$ cat config.mk
export PLATFORM = sky130hd
export DESIGN_NAME = sonet_line_path_oh_monitor
export DESIGN_NICKNAME = d
export VERILOG_FILES = /design/src/hdl/lpoh_pkg.sv /design/src/hdl/error_accumulator.sv /design/src/hdl/sonet_line_path_oh_monitor.sv
export VERILOG_INCLUDE_DIRS = /design/src /design/src/hdl
export SDC_FILE = /design/constraint.sdc
export NUM_CORES = 1
export LEC_CHECK = 0
export BUFFER_PORTS_ARGS = -buffer_cell sky130_fd_sc_hd__buf_2
export CELL_PAD_IN_SITES_DETAIL_PLACEMENT = 0
export CELL_PAD_IN_SITES_GLOBAL_PLACEMENT = 1
export CORE_UTILIZATION = 44
export DETAILED_ROUTE_END_ITERATION = 7
export GPL_TIMING_DRIVEN = 0
export PLACE_DENSITY_LB_ADDON = 0.15
export SYNTH_ARGS = -nofsm -noshare
export SYNTH_HDL_FRONTEND = slang
export SYNTH_HIERARCHICAL = 1
export SYNTH_SLANG_ARGS = --single-unit
$ cat constraint.sdc
create_clock -name CLK -period 5.1 [get_ports CLK]
set_input_delay 1.02 -clock CLK [delete_from_list [all_inputs] [get_ports CLK]]
set_output_delay 1.02 -clock CLK [all_outputs]
set_load 0.02 [all_outputs]
$ cat src/hdl/lpoh_regs.svh
// Purpose: Offsets, field positions, reset values and timing counts for
//          the line and path overhead monitor.
// Assumes: Word index times four gives the Avalon byte address.
// Notes:   Definitions only.
// Behaviour
// - Count line parity errors in 20 bits, three registers
// - Counter-address write snapshots counts, restarts accumulators
// - Count line far-end errors likewise, three registers
// - Meter-load strobe polls both line counters
// - Remote-defect bit forces K2 low bits 110
// - Parity-corrupt bit inverts every outgoing B2
// - Status shows live defect, AIS, pointer-lost states
// - Path parity and far-error events set flags
// - Alarm state changes set their flags
// - Captured label change sets label flag
// - Reading flags register clears flags and interrupt
// - Far-error enable routes far-error flag to interrupt
// - Parity enable routes parity flag to interrupt
// - Defect and AIS enables route changes to interrupt
// - Pointer-lost enable routes change to interrupt
// - Label enable routes label change to interrupt
// - Label replaced after three identical consecutive frames
// - Per-frame mode counts line parity once per errored frame
`ifndef LPOH_REGS_SVH
`define LPOH_REGS_SVH

// Register word indices
`define IDX_LINE_PAR_LOW 8'h1a
`define IDX_LINE_PAR_MID 8'h1b
`define IDX_LINE_PAR_HIGH 8'h1c
`define IDX_LINE_FAR_LOW 8'h1d
`define IDX_LINE_FAR_MID 8'h1e
`define IDX_LINE_FAR_HIGH 8'h1f
`define IDX_RX_LINE_CTRL 8'h18
`define IDX_TX_LINE_CTRL 8'h20
`define IDX_TX_LINE_DIAG 8'h21
`define IDX_PATH_STATUS 8'h30
`define IDX_PATH_FLAGS 8'h31
`define IDX_PATH_FLAG_CLEAR 8'h32
`define IDX_PATH_ENABLE 8'h33
`define IDX_PATH_LABEL 8'h37

// Field positions
`define FLD_PER_FRAME_MODE 7
`define FLD_TX_REMOTE_DEFECT 0
`define FLD_PARITY_CORRUPT 0
`define FLD_PATH_FAR 0
`define FLD_PATH_PARITY 1
`define FLD_PATH_RDI 2
`define FLD_PATH_AIS 3
`define FLD_POINTER_LOST 5
`define FLD_LABEL 7
`define PATH_FLAG_MASK 8'haf

// Reset values
`define RST_ENABLE 8'h00
`define RST_CTRL_BIT 1'b0
`define RST_LABEL 8'h00

// Coding and timing
`define RDI_K2_CODE 3'h6
`define LABEL_FRAMES 2'h3
`define CLK_PERIOD_NS 100
`define LOAD_TIME_NS 7000
`define LOAD_CYCLES (`LOAD_TIME_NS / `CLK_PERIOD_NS)

`endif

$ cat src/hdl/lpoh_pkg.sv
// Purpose: Types shared by the overhead monitor files.
// Assumes: Nothing beyond SystemVerilog.
// Notes:   Constants live in lpoh_regs.svh.
package lpoh_pkg;
	// Register bus handshake state
	typedef enum logic {BUS_IDLE, BUS_ACK} bus_state_t;
	// One register byte
	typedef logic [7:0] reg_byte_t;
endpackage

$ cat src/hdl/error_accumulator.sv
// Purpose: Saturating error accumulator with snapshot on poll.
// Assumes: Increment and poll are synchronous to clk.
// Notes:   A poll folds the same-cycle increment into the snapshot.
`timescale 1ns/10ps
`default_nettype none
module error_accumulator
#(
	parameter int W = 20,
	parameter int IW = 5
)
(
	// Clock and reset
	input wire logic clk,
	input wire logic rst_n,
	// Events
	input wire logic [IW-1:0] inc,
	input wire logic poll,
	// Readable snapshot
	output logic [W-1:0] snapshot
);
	logic [W-1:0] acc_reg; // Running accumulator
	logic [W-1:0] snap_reg; // Value software reads
	logic [W:0] sum_wide; // Accumulator plus increment, with carry
	logic [W-1:0] total; // Saturated sum

	assign sum_wide = {1'b0, acc_reg} + {{(W+1-IW){1'b0}}, inc};
	// Saturate rather than wrap so a long interval never reads small
	assign total = sum_wide[W] ? {W{1'b1}} : sum_wide[W-1:0];
	assign snapshot = snap_reg;

	// Accumulate; coincident errors go into the snapshot, not lost
	always_ff @(posedge clk or negedge rst_n)
	begin
		if (!rst_n)
			acc_reg <= '0;
		else if (poll)
			acc_reg <= '0;
		else
			acc_reg <= total;
	end

	// Snapshot transfer on poll
	always_ff @(posedge clk or negedge rst_n)
	begin
		if (!rst_n)
			snap_reg <= '0;
		else if (poll)
			snap_reg <= total;
	end
endmodule // error_accumulator
`default_nettype wire

$ cat src/hdl/sonet_line_path_oh_monitor.sv
// Purpose: Line error counters, transmit line overhead controls and
//          receive path alarm, event and label reporting.
// Assumes: Avalon-MM slave, 8-bit registers in the low byte lanes.
// Notes:   Every request takes one wait state.
`timescale 1ns/10ps
`default_nettype none
`include "lpoh_regs.svh"
module sonet_line_path_oh_monitor
#(
	parameter int CNT_W = 20,
	parameter int INC_W = 5
)
(
	// Clock and reset
	input wire logic CLK,
	input wire logic RESETN,
	// Avalon-MM slave
	input wire logic [9:0] AV_ADDRESS,
	input wire logic AV_READ,
	input wire logic AV_WRITE,
	input wire logic [31:0] AV_WRITEDATA,
	input wire logic [3:0] AV_BYTEENABLE,
	output logic [31:0] AV_READDATA,
	output logic AV_WAITREQUEST,
	output logic IRQ,
	// Device-wide meter load strobe
	input wire logic METER_LOAD,
	// Receive line overhead, valid with FRAME_PULSE
	input wire logic FRAME_PULSE,
	input wire logic [INC_W-1:0] LINE_PARITY_ERRS,
	input wire logic [INC_W-1:0] LINE_FAR_ERRS,
	// Receive path overhead
	input wire logic PATH_PARITY_ERR,
	input wire logic PATH_FAR_ERR,
	input wire logic PATH_REMOTE_DEFECT_STATE,
	input wire logic PATH_ALARM_STATE,
	input wire logic POINTER_LOST_STATE,
	input wire logic [7:0] RX_LABEL,
	// Transmit line overhead
	input wire logic [7:0] TX_K2_IN,
	input wire logic [7:0] TX_B2_IN,
	output logic [7:0] TX_K2_OUT,
	output logic [7:0] TX_B2_OUT
);
	logic rst_meta_reg; // Reset synchroniser, first stage
	logic rst_n_reg; // Reset synchroniser, released copy
	lpoh_pkg::bus_state_t bus_state_reg; // Bus handshake state
	lpoh_pkg::bus_state_t bus_state_next;
	logic bus_req; // Read or write pending
	logic bus_accept; // Request completes this cycle
	logic [7:0] idx; // Word index of the access
	logic idx_ok; // Address word aligned
	lpoh_pkg::reg_byte_t read_mux; // Selected register value
	logic [31:0] readdata_reg; // Registered read data
	logic [7:0] read_snap_reg; // Flags seen by the pending read
	logic wr_accept; // Accepted write with low lane enabled
	logic rd_flags; // Accepted read of the flags register
	logic per_frame_mode_reg; // One parity count per errored frame
	logic tx_rdi_reg; // Force remote defect code in K2
	logic corrupt_reg; // Invert outgoing B2
	lpoh_pkg::reg_byte_t enable_reg; // Interrupt enables
	lpoh_pkg::reg_byte_t flags_reg; // Sticky event flags
	lpoh_pkg::reg_byte_t events; // Events this cycle
	logic rdi_prev_reg; // Previous alarm states
	logic ais_prev_reg;
	logic lop_prev_reg;
	lpoh_pkg::reg_byte_t captured_reg; // Readable signal label
	lpoh_pkg::reg_byte_t cand_reg; // Label being watched
	logic [1:0] run_reg; // Frames the candidate has repeated
	logic label_update; // Captured label takes a new value
	logic counter_poll; // Poll both line counters
	logic [INC_W-1:0] parity_inc; // Line parity increment
	logic [INC_W-1:0] far_inc; // Line far-error increment
	logic [CNT_W-1:0] parity_snap; // Line parity snapshot
	logic [CNT_W-1:0] far_snap; // Line far-error snapshot

	// Two-stage reset release; the assert stays asynchronous
	always_ff @(posedge CLK or negedge RESETN)
	begin
		if (!RESETN)
		begin
			rst_meta_reg <= 1'b0;
			rst_n_reg <= 1'b0;
		end
		else
		begin
			rst_meta_reg <= 1'b1;
			rst_n_reg <= rst_meta_reg;
		end
	end

	// Bus decode; a misaligned address counts as unmapped
	assign bus_req = AV_READ | AV_WRITE;
	assign idx = AV_ADDRESS[9:2];
	assign idx_ok = (AV_ADDRESS[1:0] == 2'h0);
	assign bus_accept = bus_req && (bus_state_reg == lpoh_pkg::BUS_ACK);
	assign AV_WAITREQUEST = bus_req && (bus_state_reg != lpoh_pkg::BUS_ACK);
	assign AV_READDATA = readdata_reg;
	assign wr_accept = bus_accept && AV_WRITE && idx_ok && AV_BYTEENABLE[0];
	assign rd_flags = bus_accept && AV_READ && idx_ok &&
		(idx == `IDX_PATH_FLAGS);

	// One wait state: capture in IDLE, complete in ACK
	always_comb
	begin
		bus_state_next = bus_state_reg;
		case (bus_state_reg)
			lpoh_pkg::BUS_IDLE:
				if (bus_req)
					bus_state_next = lpoh_pkg::BUS_ACK;
			lpoh_pkg::BUS_ACK:
				bus_state_next = lpoh_pkg::BUS_IDLE;
			default:
				bus_state_next = lpoh_pkg::BUS_IDLE;
		endcase
	end

	// Bus state register
	always_ff @(posedge CLK or negedge rst_n_reg)
	begin
		if (!rst_n_reg)
			bus_state_reg <= lpoh_pkg::BUS_IDLE;
		else
			bus_state_reg <= bus_state_next;
	end

	// Read multiplexer; unmapped and unused bits read zero
	always_comb
	begin
		read_mux = 8'h00;
		if (idx_ok)
		begin
			case (idx)
				`IDX_LINE_PAR_LOW: read_mux = parity_snap[7:0];
				`IDX_LINE_PAR_MID: read_mux = parity_snap[15:8];
				`IDX_LINE_PAR_HIGH: read_mux = {4'h0, parity_snap[19:16]};
				`IDX_LINE_FAR_LOW: read_mux = far_snap[7:0];
				`IDX_LINE_FAR_MID: read_mux = far_snap[15:8];
				`IDX_LINE_FAR_HIGH: read_mux = {4'h0, far_snap[19:16]};
				`IDX_RX_LINE_CTRL: read_mux[`FLD_PER_FRAME_MODE] = per_frame_mode_reg;
				`IDX_TX_LINE_CTRL: read_mux[`FLD_TX_REMOTE_DEFECT] = tx_rdi_reg;
				`IDX_TX_LINE_DIAG: read_mux[`FLD_PARITY_CORRUPT] = corrupt_reg;
				`IDX_PATH_STATUS:
				begin
					read_mux[`FLD_PATH_RDI] = PATH_REMOTE_DEFECT_STATE;
					read_mux[`FLD_PATH_AIS] = PATH_ALARM_STATE;
					read_mux[`FLD_POINTER_LOST] = POINTER_LOST_STATE;
				end
				`IDX_PATH_FLAGS: read_mux = flags_reg;
				`IDX_PATH_ENABLE: read_mux = enable_reg;
				`IDX_PATH_LABEL: read_mux = captured_reg;
				default: read_mux = 8'h00;
			endcase
		end
	end

	// Read data and the flags it shows are caught entering ACK
	always_ff @(posedge CLK or negedge rst_n_reg)
	begin
		if (!rst_n_reg)
		begin
			readdata_reg <= 32'h0000_0000;
			read_snap_reg <= 8'h00;
		end
		else if (bus_state_reg == lpoh_pkg::BUS_IDLE && AV_READ)
		begin
			readdata_reg <= {24'h00_0000, read_mux};
			read_snap_reg <= flags_reg;
		end
	end

	// Control registers written by software
	always_ff @(posedge CLK or negedge rst_n_reg)
	begin
		if (!rst_n_reg)
		begin
			per_frame_mode_reg <= `RST_CTRL_BIT;
			tx_rdi_reg <= `RST_CTRL_BIT;
			corrupt_reg <= `RST_CTRL_BIT;
			enable_reg <= `RST_ENABLE;
		end
		else if (wr_accept)
		begin
			case (idx)
				`IDX_RX_LINE_CTRL:
					per_frame_mode_reg <= AV_WRITEDATA[`FLD_PER_FRAME_MODE];
				`IDX_TX_LINE_CTRL:
					tx_rdi_reg <= AV_WRITEDATA[`FLD_TX_REMOTE_DEFECT];
				`IDX_TX_LINE_DIAG:
					corrupt_reg <= AV_WRITEDATA[`FLD_PARITY_CORRUPT];
				// Reserved enable bits are not stored and read zero
				`IDX_PATH_ENABLE:
					enable_reg <= AV_WRITEDATA[7:0] & `PATH_FLAG_MASK;
				default:
					enable_reg <= enable_reg;
			endcase
		end
	end

	// Any counter address write or the meter strobe polls both
	assign counter_poll = METER_LOAD || (wr_accept &&
		idx >= `IDX_LINE_PAR_LOW && idx <= `IDX_LINE_FAR_HIGH);

	// Per-frame mode caps parity at one count per errored frame
	always_comb
	begin
		parity_inc = '0;
		far_inc = '0;
		if (FRAME_PULSE)
		begin
			if (per_frame_mode_reg)
				parity_inc = {{(INC_W-1){1'b0}}, |LINE_PARITY_ERRS};
			else
				parity_inc = LINE_PARITY_ERRS;
			far_inc = LINE_FAR_ERRS;
		end
	end

	error_accumulator #(.W(CNT_W), .IW(INC_W)) parity_count_inst
	(
		.clk(CLK),
		.rst_n(rst_n_reg),
		.inc(parity_inc),
		.poll(counter_poll),
		.snapshot(parity_snap)
	);

	error_accumulator #(.W(CNT_W), .IW(INC_W)) far_count_inst
	(
		.clk(CLK),
		.rst_n(rst_n_reg),
		.inc(far_inc),
		.poll(counter_poll),
		.snapshot(far_snap)
	);

	// Transmit overhead overwrite, one register stage
	always_ff @(posedge CLK or negedge rst_n_reg)
	begin
		if (!rst_n_reg)
		begin
			TX_K2_OUT <= 8'h00;
			TX_B2_OUT <= 8'h00;
		end
		else
		begin
			// K2 bits 6..8 are the three least significant bits
			TX_K2_OUT <= tx_rdi_reg ? {TX_K2_IN[7:3], `RDI_K2_CODE} : TX_K2_IN;
			TX_B2_OUT <= corrupt_reg ? ~TX_B2_IN : TX_B2_IN;
		end
	end

	// Previous alarm states for change detection
	always_ff @(posedge CLK or negedge rst_n_reg)
	begin
		if (!rst_n_reg)
		begin
			rdi_prev_reg <= 1'b0;
			ais_prev_reg <= 1'b0;
			lop_prev_reg <= 1'b0;
		end
		else
		begin
			rdi_prev_reg <= PATH_REMOTE_DEFECT_STATE;
			ais_prev_reg <= PATH_ALARM_STATE;
			lop_prev_reg <= POINTER_LOST_STATE;
		end
	end

	// Label persistence: a value must repeat three frames running
	always_ff @(posedge CLK or negedge rst_n_reg)
	begin
		if (!rst_n_reg)
		begin
			cand_reg <= `RST_LABEL;
			run_reg <= 2'h0;
		end
		else if (FRAME_PULSE)
		begin
			if (RX_LABEL != cand_reg)
			begin
				cand_reg <= RX_LABEL;
				run_reg <= 2'h1;
			end
			else if (run_reg != `LABEL_FRAMES)
				run_reg <= run_reg + 2'h1;
		end
	end

	assign label_update = FRAME_PULSE && (RX_LABEL == cand_reg) &&
		(run_reg == `LABEL_FRAMES - 2'h1) && (RX_LABEL != captured_reg);

	// Captured label register
	always_ff @(posedge CLK or negedge rst_n_reg)
	begin
		if (!rst_n_reg)
			captured_reg <= `RST_LABEL;
		else if (label_update)
			captured_reg <= RX_LABEL;
	end

	// Event vector in the flags layout
	always_comb
	begin
		events = 8'h00;
		events[`FLD_PATH_FAR] = PATH_FAR_ERR;
		events[`FLD_PATH_PARITY] = PATH_PARITY_ERR;
		events[`FLD_PATH_RDI] = PATH_REMOTE_DEFECT_STATE ^ rdi_prev_reg;
		events[`FLD_PATH_AIS] = PATH_ALARM_STATE ^ ais_prev_reg;
		events[`FLD_POINTER_LOST] = POINTER_LOST_STATE ^ lop_prev_reg;
		events[`FLD_LABEL] = label_update;
	end

	// Sticky flags: only bits the read returned are cleared, and a
	// same-cycle event always wins over a clear
	always_ff @(posedge CLK or negedge rst_n_reg)
	begin
		if (!rst_n_reg)
			flags_reg <= 8'h00;
		else if (rd_flags)
			flags_reg <= (flags_reg & ~read_snap_reg) | events;
		else if (wr_accept && idx == `IDX_PATH_FLAG_CLEAR)
			flags_reg <= (flags_reg & ~AV_WRITEDATA[7:0]) | events;
		else
			flags_reg <= flags_reg | events;
	end

	// Level interrupt from enabled flags
	assign IRQ = |(flags_reg & enable_reg & `PATH_FLAG_MASK);
endmodule // sonet_line_path_oh_monitor
`default_nettype wire

# [Word level (Yosys, flattened, before mapping)]
# Index checks and enable logic that the tools add are counted.
[totals] regBits=153 in_bits=91 out_inout_bits=50 word_cells=109
[op_classes] addsub=3 n_lt_le_gt_ge=2 eq_ne=19 muxes=23 n_bitwise=14 n_reduce_logical=26
[op_table] cell="$mux 20" n=4
[op_table] cell="$eq 8x5->1 const B" n=7
[op_table] cell="$eq 8x6->1 const B" n=7
[op_table] cell="$add 20x5->21" n=2
[op_table] cell="$mux 8" n=4
[op_table] cell="$and 8x8->8" n=3
[op_table] cell="$not 8->8" n=3
[op_table] cell="$or 8x8->8" n=3
[op_table] cell="$pmux 2 s10" n=1
[op_table] cell="$ne 8x8->1" n=2
[op_table] cell="$pmux 1 s8" n=2
[op_table] cell="$logic_and 1x1->1" n=15
[op_table] cell="$mux 5" n=3
[op_table] cell="$pmux 1 s6" n=2
[op_table] cell="$reduce_and 2->1" n=6
[op_table] cell="$pmux 1 s11" n=1
[op_table] cell="$pmux 1 s9" n=1
[op_table] cell="$eq 8x8->1" n=1
[op_table] cell="$ge 8x5->1 const B" n=1
[op_table] cell="$le 8x5->1 const B" n=1
[op_table] cell="$reduce_or 6->1" n=1
[op_table] cell="$reduce_or 5->1" n=1
[op_table] cell="$mux 2" n=2
[op_table] cell="$mux 3" n=1
[op_table] cell="11 further kinds" n=13

# [Longest topological paths before layout]
# Gate-level depths: netlist (run 1).
[logic_depth] depth_word=9 mapped_depth=10 ltp_nobuf=9

# [Cells and area by module]
# Netlist (run 1), hierarchy kept.
[by_module_without_submodules] module="sonet_line_path_oh_monitor" n_inst=1 cells_each=357 area_per_inst_um2=3948.8
[by_module_without_submodules] module="error_accumulator at far_count_inst" n_inst=1 cells_each=189 area_per_inst_um2=1965.6
[by_module_without_submodules] module="error_accumulator at parity_count_inst" n_inst=1 cells_each=189 area_per_inst_um2=1945.6

# [Least setup slack after synthesis (run 1)]
# Ideal clock, no wire load.
[synth_path] path_kind="input port to flip-flop" start="input LINE_PARITY_ERRS[2]" end="register parity_count_inst.snap_reg[14] (netlist: parity_count_inst/snapshot[14])" arrival_ps=3145 t_required_ps=4975 path_slack_ps=1830 path_stages=9 path_buffers=0 path_cell_list="o41a_1 -> o21a_1 -> ha_1 -> fa_1 -> a21oi_1 -> o22ai_2 -> a41oi_1 -> a41oi_1 -> mux2_2"
[synth_via] elab_chain_cells=5
[synth_rtl] item="start: declaration" line_no="sonet_line_path_oh_monitor.sv:30" source="input wire logic [INC_W-1:0] LINE_PARITY_ERRS,"
[synth_rtl] item="$reduce_or 5->1" line_no="sonet_line_path_oh_monitor.sv:212" source="parity_inc = {{(INC_W-1){1'b0}}, |LINE_PARITY_ERRS};"
[synth_rtl] item="$mux 5" line_no="sonet_line_path_oh_monitor.sv:211" source="if (per_frame_mode_reg)"
[synth_rtl] item="$mux 5" line_no="sonet_line_path_oh_monitor.sv:209" source="if (FRAME_PULSE)"
[synth_rtl] item="named net parity_inc[0]" line_no="sonet_line_path_oh_monitor.sv:72" source="logic [INC_W-1:0] parity_inc;"
[synth_rtl] item="$add 20x5->21" line_no="error_accumulator.sv:26" source="assign sum_wide = {1'b0, acc_reg} + {{(W+1-IW){1'b0}}, inc};"
[synth_rtl] item="$mux 20" line_no="error_accumulator.sv:28" source="assign total = sum_wide[W] ? {W{1'b1}} : sum_wide[W-1:0];"
[synth_rtl] item="end signal: assignment" line_no="error_accumulator.sv:48" source="snap_reg <= total;"
[synth_rtl] item="end: declaration" line_no="error_accumulator.sv:22" source="logic [W-1:0] snap_reg;"
# The timed path passes the listed nets, and every way through them passes these cells.
# A chain may end at the register's enable or synchronous reset.

# [Final worst setup path (run 1)]
[layout_path] start="input FRAME_PULSE" end="register parity_count_inst.snap_reg[19] (netlist: parity_count_inst/snapshot[19])"
[layout_via] elab_chain_cells=3
[layout_rtl] item="start: declaration" line_no="sonet_line_path_oh_monitor.sv:29" source="input wire logic FRAME_PULSE,"
[layout_rtl] item="$mux 5" line_no="sonet_line_path_oh_monitor.sv:209"
[layout_rtl] item="named net parity_inc[4]" line_no="sonet_line_path_oh_monitor.sv:72"
[layout_rtl] item="$add 20x5->21" line_no="error_accumulator.sv:26"
[layout_rtl] item="$mux 20" line_no="error_accumulator.sv:28"
# The timed path passes the listed nets, and every way through them passes these cells.

==> results.toml, run 1 <==
[timing]
min_period_over_period_pct = 65.35
slew_viol_final = 0
worstMarginPinSlew_ns = 0.7999
skew_ns = 0.01214
setup_viol = 0
finalWorstSetupSlack_ns = 1.767
timing.fmax_mhz = 300.0
finalHoldViolCount = 0
rsz0062_at_grt = "no"
fin_setup_tns_ns = 0
slew_headroom_pct = 46.26
post-route-min-period_ns = 3.333

[grt]
antenna_found_initial = 1
grt_pass1_vias = 6026
grt_max_degree = 70
grt_usage_pct = 22.69
grt_overflow = 0
grt_pass1_wl_mm = 31.69

[critical_path]
arrival_ns = 3.62
critPathCaptureType = "flop"
cp.required_ns = 5.39
max_stage_delay_ns = 0.42
crit_fanout = 10
path_depth = 10
path_cells = "buf_2 -> clkbuf_1 -> nor2b_1 -> and2_1 -> ha_1 -> a21oi_1 -> nand2_2 -> o2111ai_1 -> mux2i_1 -> mux2i_1"
rr_worst_depth = 9
cp-startpoint = "FRAME_PULSE"
worst-path-buf-inv = 2
critical_path.top_delay_family = "simple AND/OR/NAND/NOR gates"
critPathKind = "input port to flop"
cp_slowest_cell = "clkbuf_1"
cp_common_cell = "mux2i_1"
critPathLaunchType = "input port"
rr_startpoint = "per_frame_mode_reg$_DFFE_PN0P_"

[synthesis]
synth_mux_area_share_pct = 9.567
synth_cell_type_count = 73
synth_edf_count = 0
synth_fa_ha_area_share_pct = 2.420
synth_simple_gate_area_share_pct = 14.58
synth-seq-cells = 153
synth_area_sq_um = 7860
synth_top_family_by_area = "simple AND/OR/NAND/NOR gates"
ys_seq_area_share_pct = 48.71
synth_ff_type = "dfrtp_1"
synth_xor_area_share_pct = 5.571
synth_compound_area_share_pct = 13.18
async_flop_share_pct = 100.0
netlist_instances = 735
yosys_warnings = 6
avgSynthCellArea_sq_um = 10.69

[clock_tree]
numCtsBuffers = 17
cts_buffer_depth = 2
path_clk_slew_ns = 0.07
cts_tree = "done"
cts_hold_buf = 0
cts_resized = 0
cts_root_buf = "clkbuf_16"
clock-sinks = 153
postCtsSetupRepairBufs = 0
h-tree-depth = 4
insertion_delay_ns = 0.43

[detailed_routing]
vias = 6064
ant_nets = 0
vias_per_cell = 5.488
routedWlPerCell_microns = 17.74
first_pass_iters = 5
wl_mm = 19.60
first_iter_violations = 547
drcViolationCount = 0

[placement]
gp_congestion = 0.9024
dpl_cell_area_sq_um = 8722
hpwl_mm = 14.59
preCtsSetupSlack_ns = 1.337
portBuffers = 87

[pwr]
powerDensity_nw_per_um2 = 322.5
ir_drop_mv = 0.3084
power_leakage_nw = 4.347

[cells_and_area]
nets = 971
final_area_sq_um = 9368
layout-drive-gt1-share_pct = 26.05
areaGrowthSynthToFinish_pct = 19.18
final_util_pct = 53.97

[floorplanning]
rows = 48
core_sq_um = 17360
start_util_pct = 45.29
ioPinCount = 141
die-area_sq_um = 18400
die_w_microns = 135.7
die_h_microns = 135.7

[min_path]
holdCritPathClass = "flop to asynchronous set/reset pin"

[outcome]
status = "finished clean"

[job]
maxCapViolations = 0
metrics by stage:
step	std cells	power [mW]	hold slack, ns
global route	1105	3.139	0.2273
detailed placement	1072	1.679	0.2150
global placement	1070	1.665	0.3381
CTS	1104	3.050	0.2195
floorplan	758	1.559	0.3312
finish	1105	3.021	0.2053
cell usage after synthesis, drive strengths merged (7+ instances only):
cell	n	area, sq um
mux2	45	506.7
mux2i	20	200.2
a21oi	52	260.3
a31oi	8	50.05
and4	7	67.56
nand3	26	135.1
nor3	7	40.04
ha	12	150.1
nand4	8	50.05
nor2	82	317.8
a22oi	15	112.6
clkbuf	22	113.9
xor2	44	385.4
nand2	28	117.6
and2	14	90.09
dfrtp	153	3829
buf	38	280.3
o21ai	16	80.07
and3	12	80.08
nor2b	10	62.56
inv	18	67.56
cells in the final DEF (no fill, tap or decap), drive strengths merged, types with 5 or more instances in the layout:
cell / Yosys / routed
dfrtp: 153 / 153
buf: 38 / 127
nor2: 82 / 82
a21oi: 52 / 52
mux2: 45 / 45
xor2: 44 / 44
clkbuf: 22 / 42
nand2: 28 / 28
nand3: 26 / 26
conb: 2 / 25
inv: 18 / 22
mux2i: 20 / 20
o21ai: 16 / 16
a22oi: 15 / 15
and2: 14 / 14
ha: 12 / 12
and3: 12 / 12
nor2b: 10 / 10
nand4: 8 / 8
a31oi: 8 / 8
nor3: 7 / 7
and4: 7 / 7
nand2b: 6 / 6
a21o: 6 / 6
nor4: 6 / 6
o2111ai: 6 / 6
xnor2: 6 / 6
o211ai: 6 / 6
o21bai: 5 / 5
a221oi: 5 / 5
o22ai: 5 / 5
metal layers:
layer	up-vias	GRT usage, %	wire length [microns]
met5	-	0	0
met4	0	7.491	313
met3	22	4.676	1006
met2	191	36.88	9376
met1	3007	30.13	8903
li1	2844	-	-
logic make-up after synthesis:
| kind of cell | after synthesis |
|---|---|
| buffers and inverters | 78 |
| and+or+nand+nor | 219 |
| adders and majority gates | 14 |
| other | 2 |
| xor gates and xnor gates | 50 |
| muxes | 67 |
| DFF | 153 |
| AOI/OAI and AO/OA | 152 |
worst register-to-register path, cell delays in order, from the launching register on:
cell and delay (ns):
dfrtp_1 0.42, o41a_1 0.13, o21a_1 0.17, ha_1 0.22, fa_1 0.41, a21oi_1 0.33
o22ai_2 0.24, nand3_1 0.14, clkbuf_1 0.40, a21oi_1 0.14
power breakdown:
group          internal, mW  switching, mW  total, mW
Sequential             1.27         0.0389       1.31
Combinational         0.135          0.208      0.344
Clock                 0.852          0.513       1.37
Total                  2.26          0.760       3.02
area by class of cell:
| cell class | instances | area, sq um |
|---|---|---|
| fill | 1572 | 7989 |
| inverter | 18 | 67.56 |
| antenna | 1 | 2.502 |
| tap | 225 | 281.5 |
| multi-input combinational | 527 | 3656 |
| clock buffer | 20 | 456.7 |
| clock inverter | 12 | 186.4 |
| buffer | 60 | 394.1 |
| timing repair buffer | 89 | 490.5 |
| sequential | 153 | 3832 |
worst paths after layout:
path                                                                   end  slack (ns)
worst max register to register      parity_count_inst/acc_reg[9]$_DFF_PN0_        2.37
worst max-delay path            parity_count_inst/snapshot[19]$_DFFE_PN0P_        1.77
worst min register to register        far_count_inst/acc_reg[19]$_DFF_PN0_        0.21
worst min-delay path                  far_count_inst/acc_reg[19]$_DFF_PN0_        0.21
min in group CLK                                       rst_n_reg$_DFF_PN0_        0.35
max in group asynchronous                          bus_state_reg$_DFF_PN0_        3.94
Note: power is estimated with default switching activity, not from simulation.
==> run 2, diff against run 1 <==
==> constraint.sdc (replaced) <==
create_clock -name CLK -period 3.3 [get_ports CLK]
set_input_delay 0.66 -clock CLK [delete_from_list [all_inputs] [get_ports CLK]]
set_output_delay 0.66 -clock CLK [all_outputs]
set_load 0.02 [all_outputs]
==> run 2 against run 1 <==
Against the previous run: non-clock buffer count up 1; cell area down 0.45%; global-route usage up 0.067 points; die area unchanged; critical path depth up 1; register-to-register slack worse by 1.8 ns; hold slack better by 0.13 ns; combinational power up 53%; sequential power up 56%; sequential cell count unchanged; sequential share of layout area up 0.19 points; critical path type unchanged; critical endpoint is now far_count_inst/snapshot[3]$_DFFE_PN0P_.
==> results.toml, run 2 (synthesis gave the netlist of run 1 again) <==
[clock_tree]
path_clk_slew_ns = 0.06
h-tree-depth = 4
cts_resized = 0
insertion_delay_ns = 0.42
cts_tree = "done"
cts_root_buf = "clkbuf_16"
cts_hold_buf = 1
postCtsSetupRepairBufs = 0
numCtsBuffers = 17
cts_buffer_depth = 2
clock-sinks = 153

[critical_path]
regToRegSetupSlack_ns = 0.53
rr_startpoint = "per_frame_mode_reg$_DFFE_PN0P_"
critPathCaptureType = "flop"
critPathLaunchType = "input port"
cp-startpoint = "FRAME_PULSE"
arrival_ns = 3.24
rr_worst_depth = 9
crit_fanout = 10
critPathKind = "input port to flop"
rr_endpoint = "parity_count_inst/snapshot[5]$_DFFE_PN0P_"
cp.required_ns = 3.58

[placement]
preCtsSetupSlack_ns = -0.1004
dpl_cell_area_sq_um = 8722
portBuffers = 87
hpwl_mm = 14.78
dpl.cell_count = 1072
gp_congestion = 0.8807

[min_path]
hold_depth = 1
holdPathEnd = "TX_K2_OUT[6]$_DFF_PN0_"
holdCritPathClass = "input port to flop"
worstHoldStart = "TX_K2_IN[6]"

[grt]
grt_overflow = 0
grt_max_degree = 61
grt_pass1_wl_mm = 31.86
grt_usage_pct = 22.76
antenna_found_initial = 0
grt_pass1_vias = 6081

[timing]
rsz0062_at_grt = "no"
slew_headroom_pct = 39.86
finalWorstSetupSlack_ns = 0.3369
worstMarginPinSlew_ns = 0.8953
slew_viol_final = 0
post-route-min-period_ns = 2.963
fin_setup_tns_ns = 0
finalHoldViolCount = 0
min_period_over_period_pct = 89.79
skew_ns = 0.007598
timing.fmax_mhz = 337.5
setup_viol = 0

[job]
maxCapViolations = 0

[floorplanning]
ioPinCount = 141
die-area_sq_um = 18400
die_w_microns = 135.7
die_h_microns = 135.7
core_sq_um = 17360
rows = 48
start_util_pct = 45.29

[detailed_routing]
first_iter_violations = 475
vias_per_cell = 5.519
first_pass_iters = 5
routedWlPerCell_microns = 17.88
wl_mm = 19.76
ant_nets = 0
drcViolationCount = 0
vias = 6098

[cells_and_area]
layout_commonest_cell = "dfrtp_1"
final_area_sq_um = 9325
diodes = 0
layout-drive-gt1-share_pct = 26.02
fillers = 1552
areaGrowthSynthToFinish_pct = 18.64
nets = 972
instances_no_fill = 1105
final_cell_mix = "dfrtp_1 (152), buf_2 (95), nor2_1 (80)"

[pwr]
power.total_mw = 4.516
ir_drop_mv = 0.3622
powerDensity_nw_per_um2 = 484.2
power_leakage_nw = 4.328

[outcome]
status = "finished clean"
==> run 2: how the worst max path moves through the flow <==
stage	to	slack, ns
6_report	far_count_inst/snapshot[3]$_DFFE_PN0P_	0.34
5_1_grt	parity_count_inst/snapshot[19]$_DFFE_PN0P_	0.14
4_1_cts	parity_count_inst/snapshot[19]$_DFFE_PN0P_	0.34
3_5_place_dp	parity_count_inst/snapshot[19]$_DFFE_PN0P_	-0.10
3_3_place_gp	TX_B2_OUT[0]$_DFF_PN0_	-0.12
2_1_floorplan	parity_count_inst/snapshot[14]$_DFFE_PN0P_	0.39
==> run 2: power by group <==
group	internal, mW	total, mW	switching (mW)
Combinational	0.210	0.528	0.317
Sequential	1.97	2.04	0.0674
Clock	1.13	1.95	0.819
==> run 2: final cells by class <==
class	count	area [sq um]	area share [%]
Inverter	18	67.56	0.7245
Clock inverter	14	163.9	1.758
Sequential cell	153	3832	41.10
Buffer	60	394.1	4.226
Clock buffer	18	429.2	4.602
Multi-Input combinational cell	527	3656	39.21
Tap cell	225	281.5	3.019
Timing Repair Buffer	90	500.5	5.367
==> run 2: worst max-delay path: stages <==
cell	delay [ns]
buf_2	0.10
clkbuf_1	0.27
and2_1	0.24
ha_1	0.22
fa_1	0.41
a21oi_1	0.29
o22ai_1	0.32
and3_1	0.24
buf_2	0.15
nor2_1	0.22
a21oi_1	0.11
==> run 2: stage by stage <==
stage                     utilization, %  hold WS, ns
after floorplan                        -       0.3311
after global placement             49.92       0.3380
after detailed placement           50.25       0.3379
after CTS                          53.73       0.3247
after global routing               53.73       0.3227
final                              53.73       0.3379
==> run 2: metal layers <==
metal	global-route usage [%]	wire length, microns
met3	3.554	944
met4	7.303	291
met1	30.43	8865
met5	0	0
met2	37.67	9653
==> run 3, diff against run 2 <==
--- a/config.mk
+++ b/config.mk
@@ -9,11 +9,11 @@
 export BUFFER_PORTS_ARGS = -buffer_cell sky130_fd_sc_hd__buf_2
 export CELL_PAD_IN_SITES_DETAIL_PLACEMENT = 0
 export CELL_PAD_IN_SITES_GLOBAL_PLACEMENT = 1
-export CORE_UTILIZATION = 44
+export CORE_UTILIZATION = 45
 export DETAILED_ROUTE_END_ITERATION = 7
 export GPL_TIMING_DRIVEN = 0
 export PLACE_DENSITY_LB_ADDON = 0.15
+export REMOVE_ABC_BUFFERS = 1
 export SYNTH_ARGS = -nofsm -noshare
 export SYNTH_HDL_FRONTEND = slang
-export SYNTH_HIERARCHICAL = 1
 export SYNTH_SLANG_ARGS = --single-unit
==> constraint.sdc (replaced) <==
create_clock -name CLK -period 3.5 [get_ports CLK]
set_input_delay 0.7 -clock CLK [delete_from_list [all_inputs] [get_ports CLK]]
set_output_delay 0.7 -clock CLK [all_outputs]
set_load 0.02 [all_outputs]
==> run 3 against run 2 <==
Against the previous run: combinational power decreased by 11%; sequential cell count unchanged; area after synthesis about the same; power decreased by 5.3%; sequential share of layout area increased by 1.5 points; critical endpoint is now parity_count_inst.snapshot[15]$_DFFE_PN0N_; via count decreased by 1.1%; hold slack got worse by 0.29 ns; sequential power decreased by 6%; critical path depth decreased by 1; cell area decreased by 3.5%; core utilization decreased by 0.24 points; critical path type unchanged; clock power decreased by 3%.
==> results.toml, run 3 <==
[outcome]
status = "finished clean"

[synthesis]
netlist_instances = 749
yosys_warnings = 0
synth_edf_count = 0
yosysTopAreaCellShare_pct = 48.73
synth-seq-cells = 153
synthTopCellsByArea = "dfrtp_1 (49%), xor2_1 (4.3%), mux2_2 (4.2%)"
yosys-top-cells-count = "dfrtp_1 (153), nor2_1 (68), a21oi_1 (65)"
yosysTopAreaCell = "dfrtp_1"
async_flop_share_pct = 100.0
synth_area_sq_um = 7856
avgSynthCellArea_sq_um = 10.49
synth_cell_type_count = 74
ys_seq_area_share_pct = 48.73
synth.most_common_cell = "dfrtp_1"
synth_ff_type = "dfrtp_1"

[grt]
grt_pass1_wl_mm = 31.78
grt_pass1_vias = 6026
grt_usage_pct = 22.98
grt_overflow = 0
antenna_found_initial = 0
grt_max_degree = 71

[clock_tree]
cts_tree = "done"
postCtsSetupRepairBufs = 0
numCtsBuffers = 17
cts_root_buf = "clkbuf_16"
insertion_delay_ns = 0.42
cts_buffer_depth = 2
clock-sinks = 153
path_clk_slew_ns = 0.07
h-tree-depth = 4

[cells_and_area]
final_util_pct = 53.49
final_cell_mix = "dfrtp_1 (152), buf_2 (89), nor2_1 (67)"
multiInputGateArea_sq_um = 3704
areaGrowthSynthToFinish_pct = 14.51
layout_commonest_cell = "dfrtp_1"
fillers = 1583
regArea_sq_um = 3832
layout-drive-gt1-share_pct = 21.85
nets = 934
diodes = 0

[timing]
slew_headroom_pct = 37.02
skew_ns = 0.007237
finalHoldViolCount = 0
setup_viol = 0
slew_viol_final = 0
rsz0062_at_grt = "no"
min_period_over_period_pct = 91.39
finalWorstSetupSlack_ns = 0.3013
timing.fmax_mhz = 312.6
post-route-min-period_ns = 3.199
worstMarginPinSlew_ns = 0.9447

[detailed_routing]
vias = 6028
routedWlPerCell_microns = 18.61
vias_per_cell = 5.676
first_iter_violations = 360
ant_nets = 0
drcViolationCount = 0
first_pass_iters = 5
wl_mm = 19.77

[pwr]
seq_power_share_pct = 44.9
powerDensity_nw_per_um2 = 475.4
ir_drop_mv = 0.3886
p_sw_share_pct = 26.61
pwr-share-clk_pct = 44.1
power_leakage_nw = 4.071
power.total_mw = 4.277
p_int_mw = 3.139
p_comb_share_pct = 11.0
switchingPower_mw = 1.138

[critical_path]
critPathKind = "input port to flop"
cp.required_ns = 3.79
crit_fanout = 11
critPathLaunchType = "input port"
rr_endpoint = "parity_count_inst.snapshot[15]$_DFFE_PN0N_"
critPathCaptureType = "flop"
arrival_ns = 3.49
max_stage_delay_ns = 0.44
regToRegSetupSlack_ns = 0.48
path_cells = "buf_2 -> o41a_1 -> o21a_1 -> ha_1 -> fa_1 -> a211oi_1 -> o21ai_1 -> and3_1 -> nor2_2 -> a21oi_1"
rr_startpoint = "per_frame_mode_reg$_DFFE_PN0P_"
cp_slowest_cell = "fa_1"
rr_worst_depth = 9
cp-startpoint = "LINE_PARITY_ERRS[4]"

[placement]
gp_congestion = 0.8918
portBuffers = 89
preCtsSetupSlack_ns = -0.4160
hpwl_mm = 14.23

[floorplanning]
core_sq_um = 16820
die_w_microns = 134.1
rows = 47
ioPinCount = 141
die-area_sq_um = 17990
die_h_microns = 134.1
start_util_pct = 46.71

[min_path]
holdCritPathClass = "input port to asynchronous set/reset pin"

[job]
maxCapViolations = 0
==> run 3: cell types whose count changed after synthesis, sizes merged, moves of 6 or more <==
| cell | before | now |
|---|---|---|
| nor2 | 82 | 69 |
| buf | 38 | 45 |
| nand4 | 8 | 25 |
| mux2i | 20 | 9 |
| xnor2 | 6 | 15 |
| o2111ai | 6 | 0 |
| clkbuf | 22 | 10 |
| a21oi | 52 | 65 |
| and2 | 14 | 20 |
| o21ai | 16 | 27 |
| mux2 | 45 | 37 |
| nand2 | 28 | 42 |
==> run 3: stage by stage <==
stage	instances	instance area, sq um	TNS, ns	hold slack (ns)
6_report	1062	8996	0	0.04940
5_1_grt	1062	8996	0	0.02812
4_1_cts	1061	8981	0	0.03267
3_3_place_gp	1026	8285	-503.53	0.3381
2_1_floorplan	717	7565	-164.67	0.3312
3_5_place_dp	1029	8373	-11.52	0.2176
==> run 3: area by class of cell <==
class | count | share of cell area (%)
Tap cell | 220 | 3.060
Timing Repair Buffer | 92 | 5.786
Inverter | 15 | 0.6259
Clock buffer | 19 | 5.035
Multi-Input combinational cell | 550 | 41.17
Clock inverter | 13 | 1.725
Sequential cell | 153 | 42.60
==> run 3: cells by family (layout without fill, tap and decap cells) <==
logic type / Yosys count / after routing / synth area share [%]
muxes: 47 / 47 / 7.023
buffers and inverters: 70 / 139 / 5.526
DFF: 153 / 153 / 48.73
and+or+nand+nor: 239 / 240 / 16.40
AOI/OAI and AO/OA: 170 / 170 / 13.78
xor gates and xnor gates: 54 / 54 / 6.020
adders and majority gates: 14 / 14 / 2.421
other: 2 / 25 / 0.09559
==> run 3: worst max path at each step <==
stage / endpoint / slack [ns]
after global routing: parity_count_inst.snapshot[10]$_DFFE_PN0N_ / 0.12
after global placement: TX_K2_OUT[0]$_DFF_PN0_ / -2.81
after detailed placement: far_count_inst.snapshot[11]$_DFFE_PN0N_ / -0.42
after floorplan: AV_READDATA[0]$_DFFE_PN0P_ / -1.08
final: parity_count_inst.snapshot[15]$_DFFE_PN0N_ / 0.30
after CTS: far_count_inst.snapshot[11]$_DFFE_PN0N_ / 0.04
==> run 3: power by group through the flow <==
stage	Sequential [mW]	Combinational, mW	Clock [mW]
2_1_floorplan	1.96	0.274	0
3_3_place_gp	1.98	0.421	0
3_5_place_dp	1.95	0.470	0
4_1_cts	1.92	0.473	1.93
5_1_grt	1.93	0.522	2.01
6_report	1.92	0.470	1.89
==> run 3: metal layers <==
metal  vias up  global-route usage, %  wire length [microns]
met4         0                  8.739                    477
met3        28                  4.875                   1093
met1      2999                  30.87                   8768
li1       2806                      -                      -
met2       195                  36.50                   9428
met5         -                      0                      0
==> run 3: critical path: cells and delay by family <==
| family | cells | cell delay [ns] |
|---|---|---|
| AO/OA/AOI/OAI | 5 | 1.26 |
| AND/OR/NAND/NOR | 2 | 0.78 |
| adder cells (fa/ha/maj) | 2 | 0.64 |
| buffers and inverters | 1 | 0.11 |
==> run 3: what timing repair did <==
| item | CTS | global route |
|---|---|---|
| setup endpoints to repair | 0 | 29 |
| hold buffers | 0 | 0 |
| gates resized for setup | 0 | 1 |
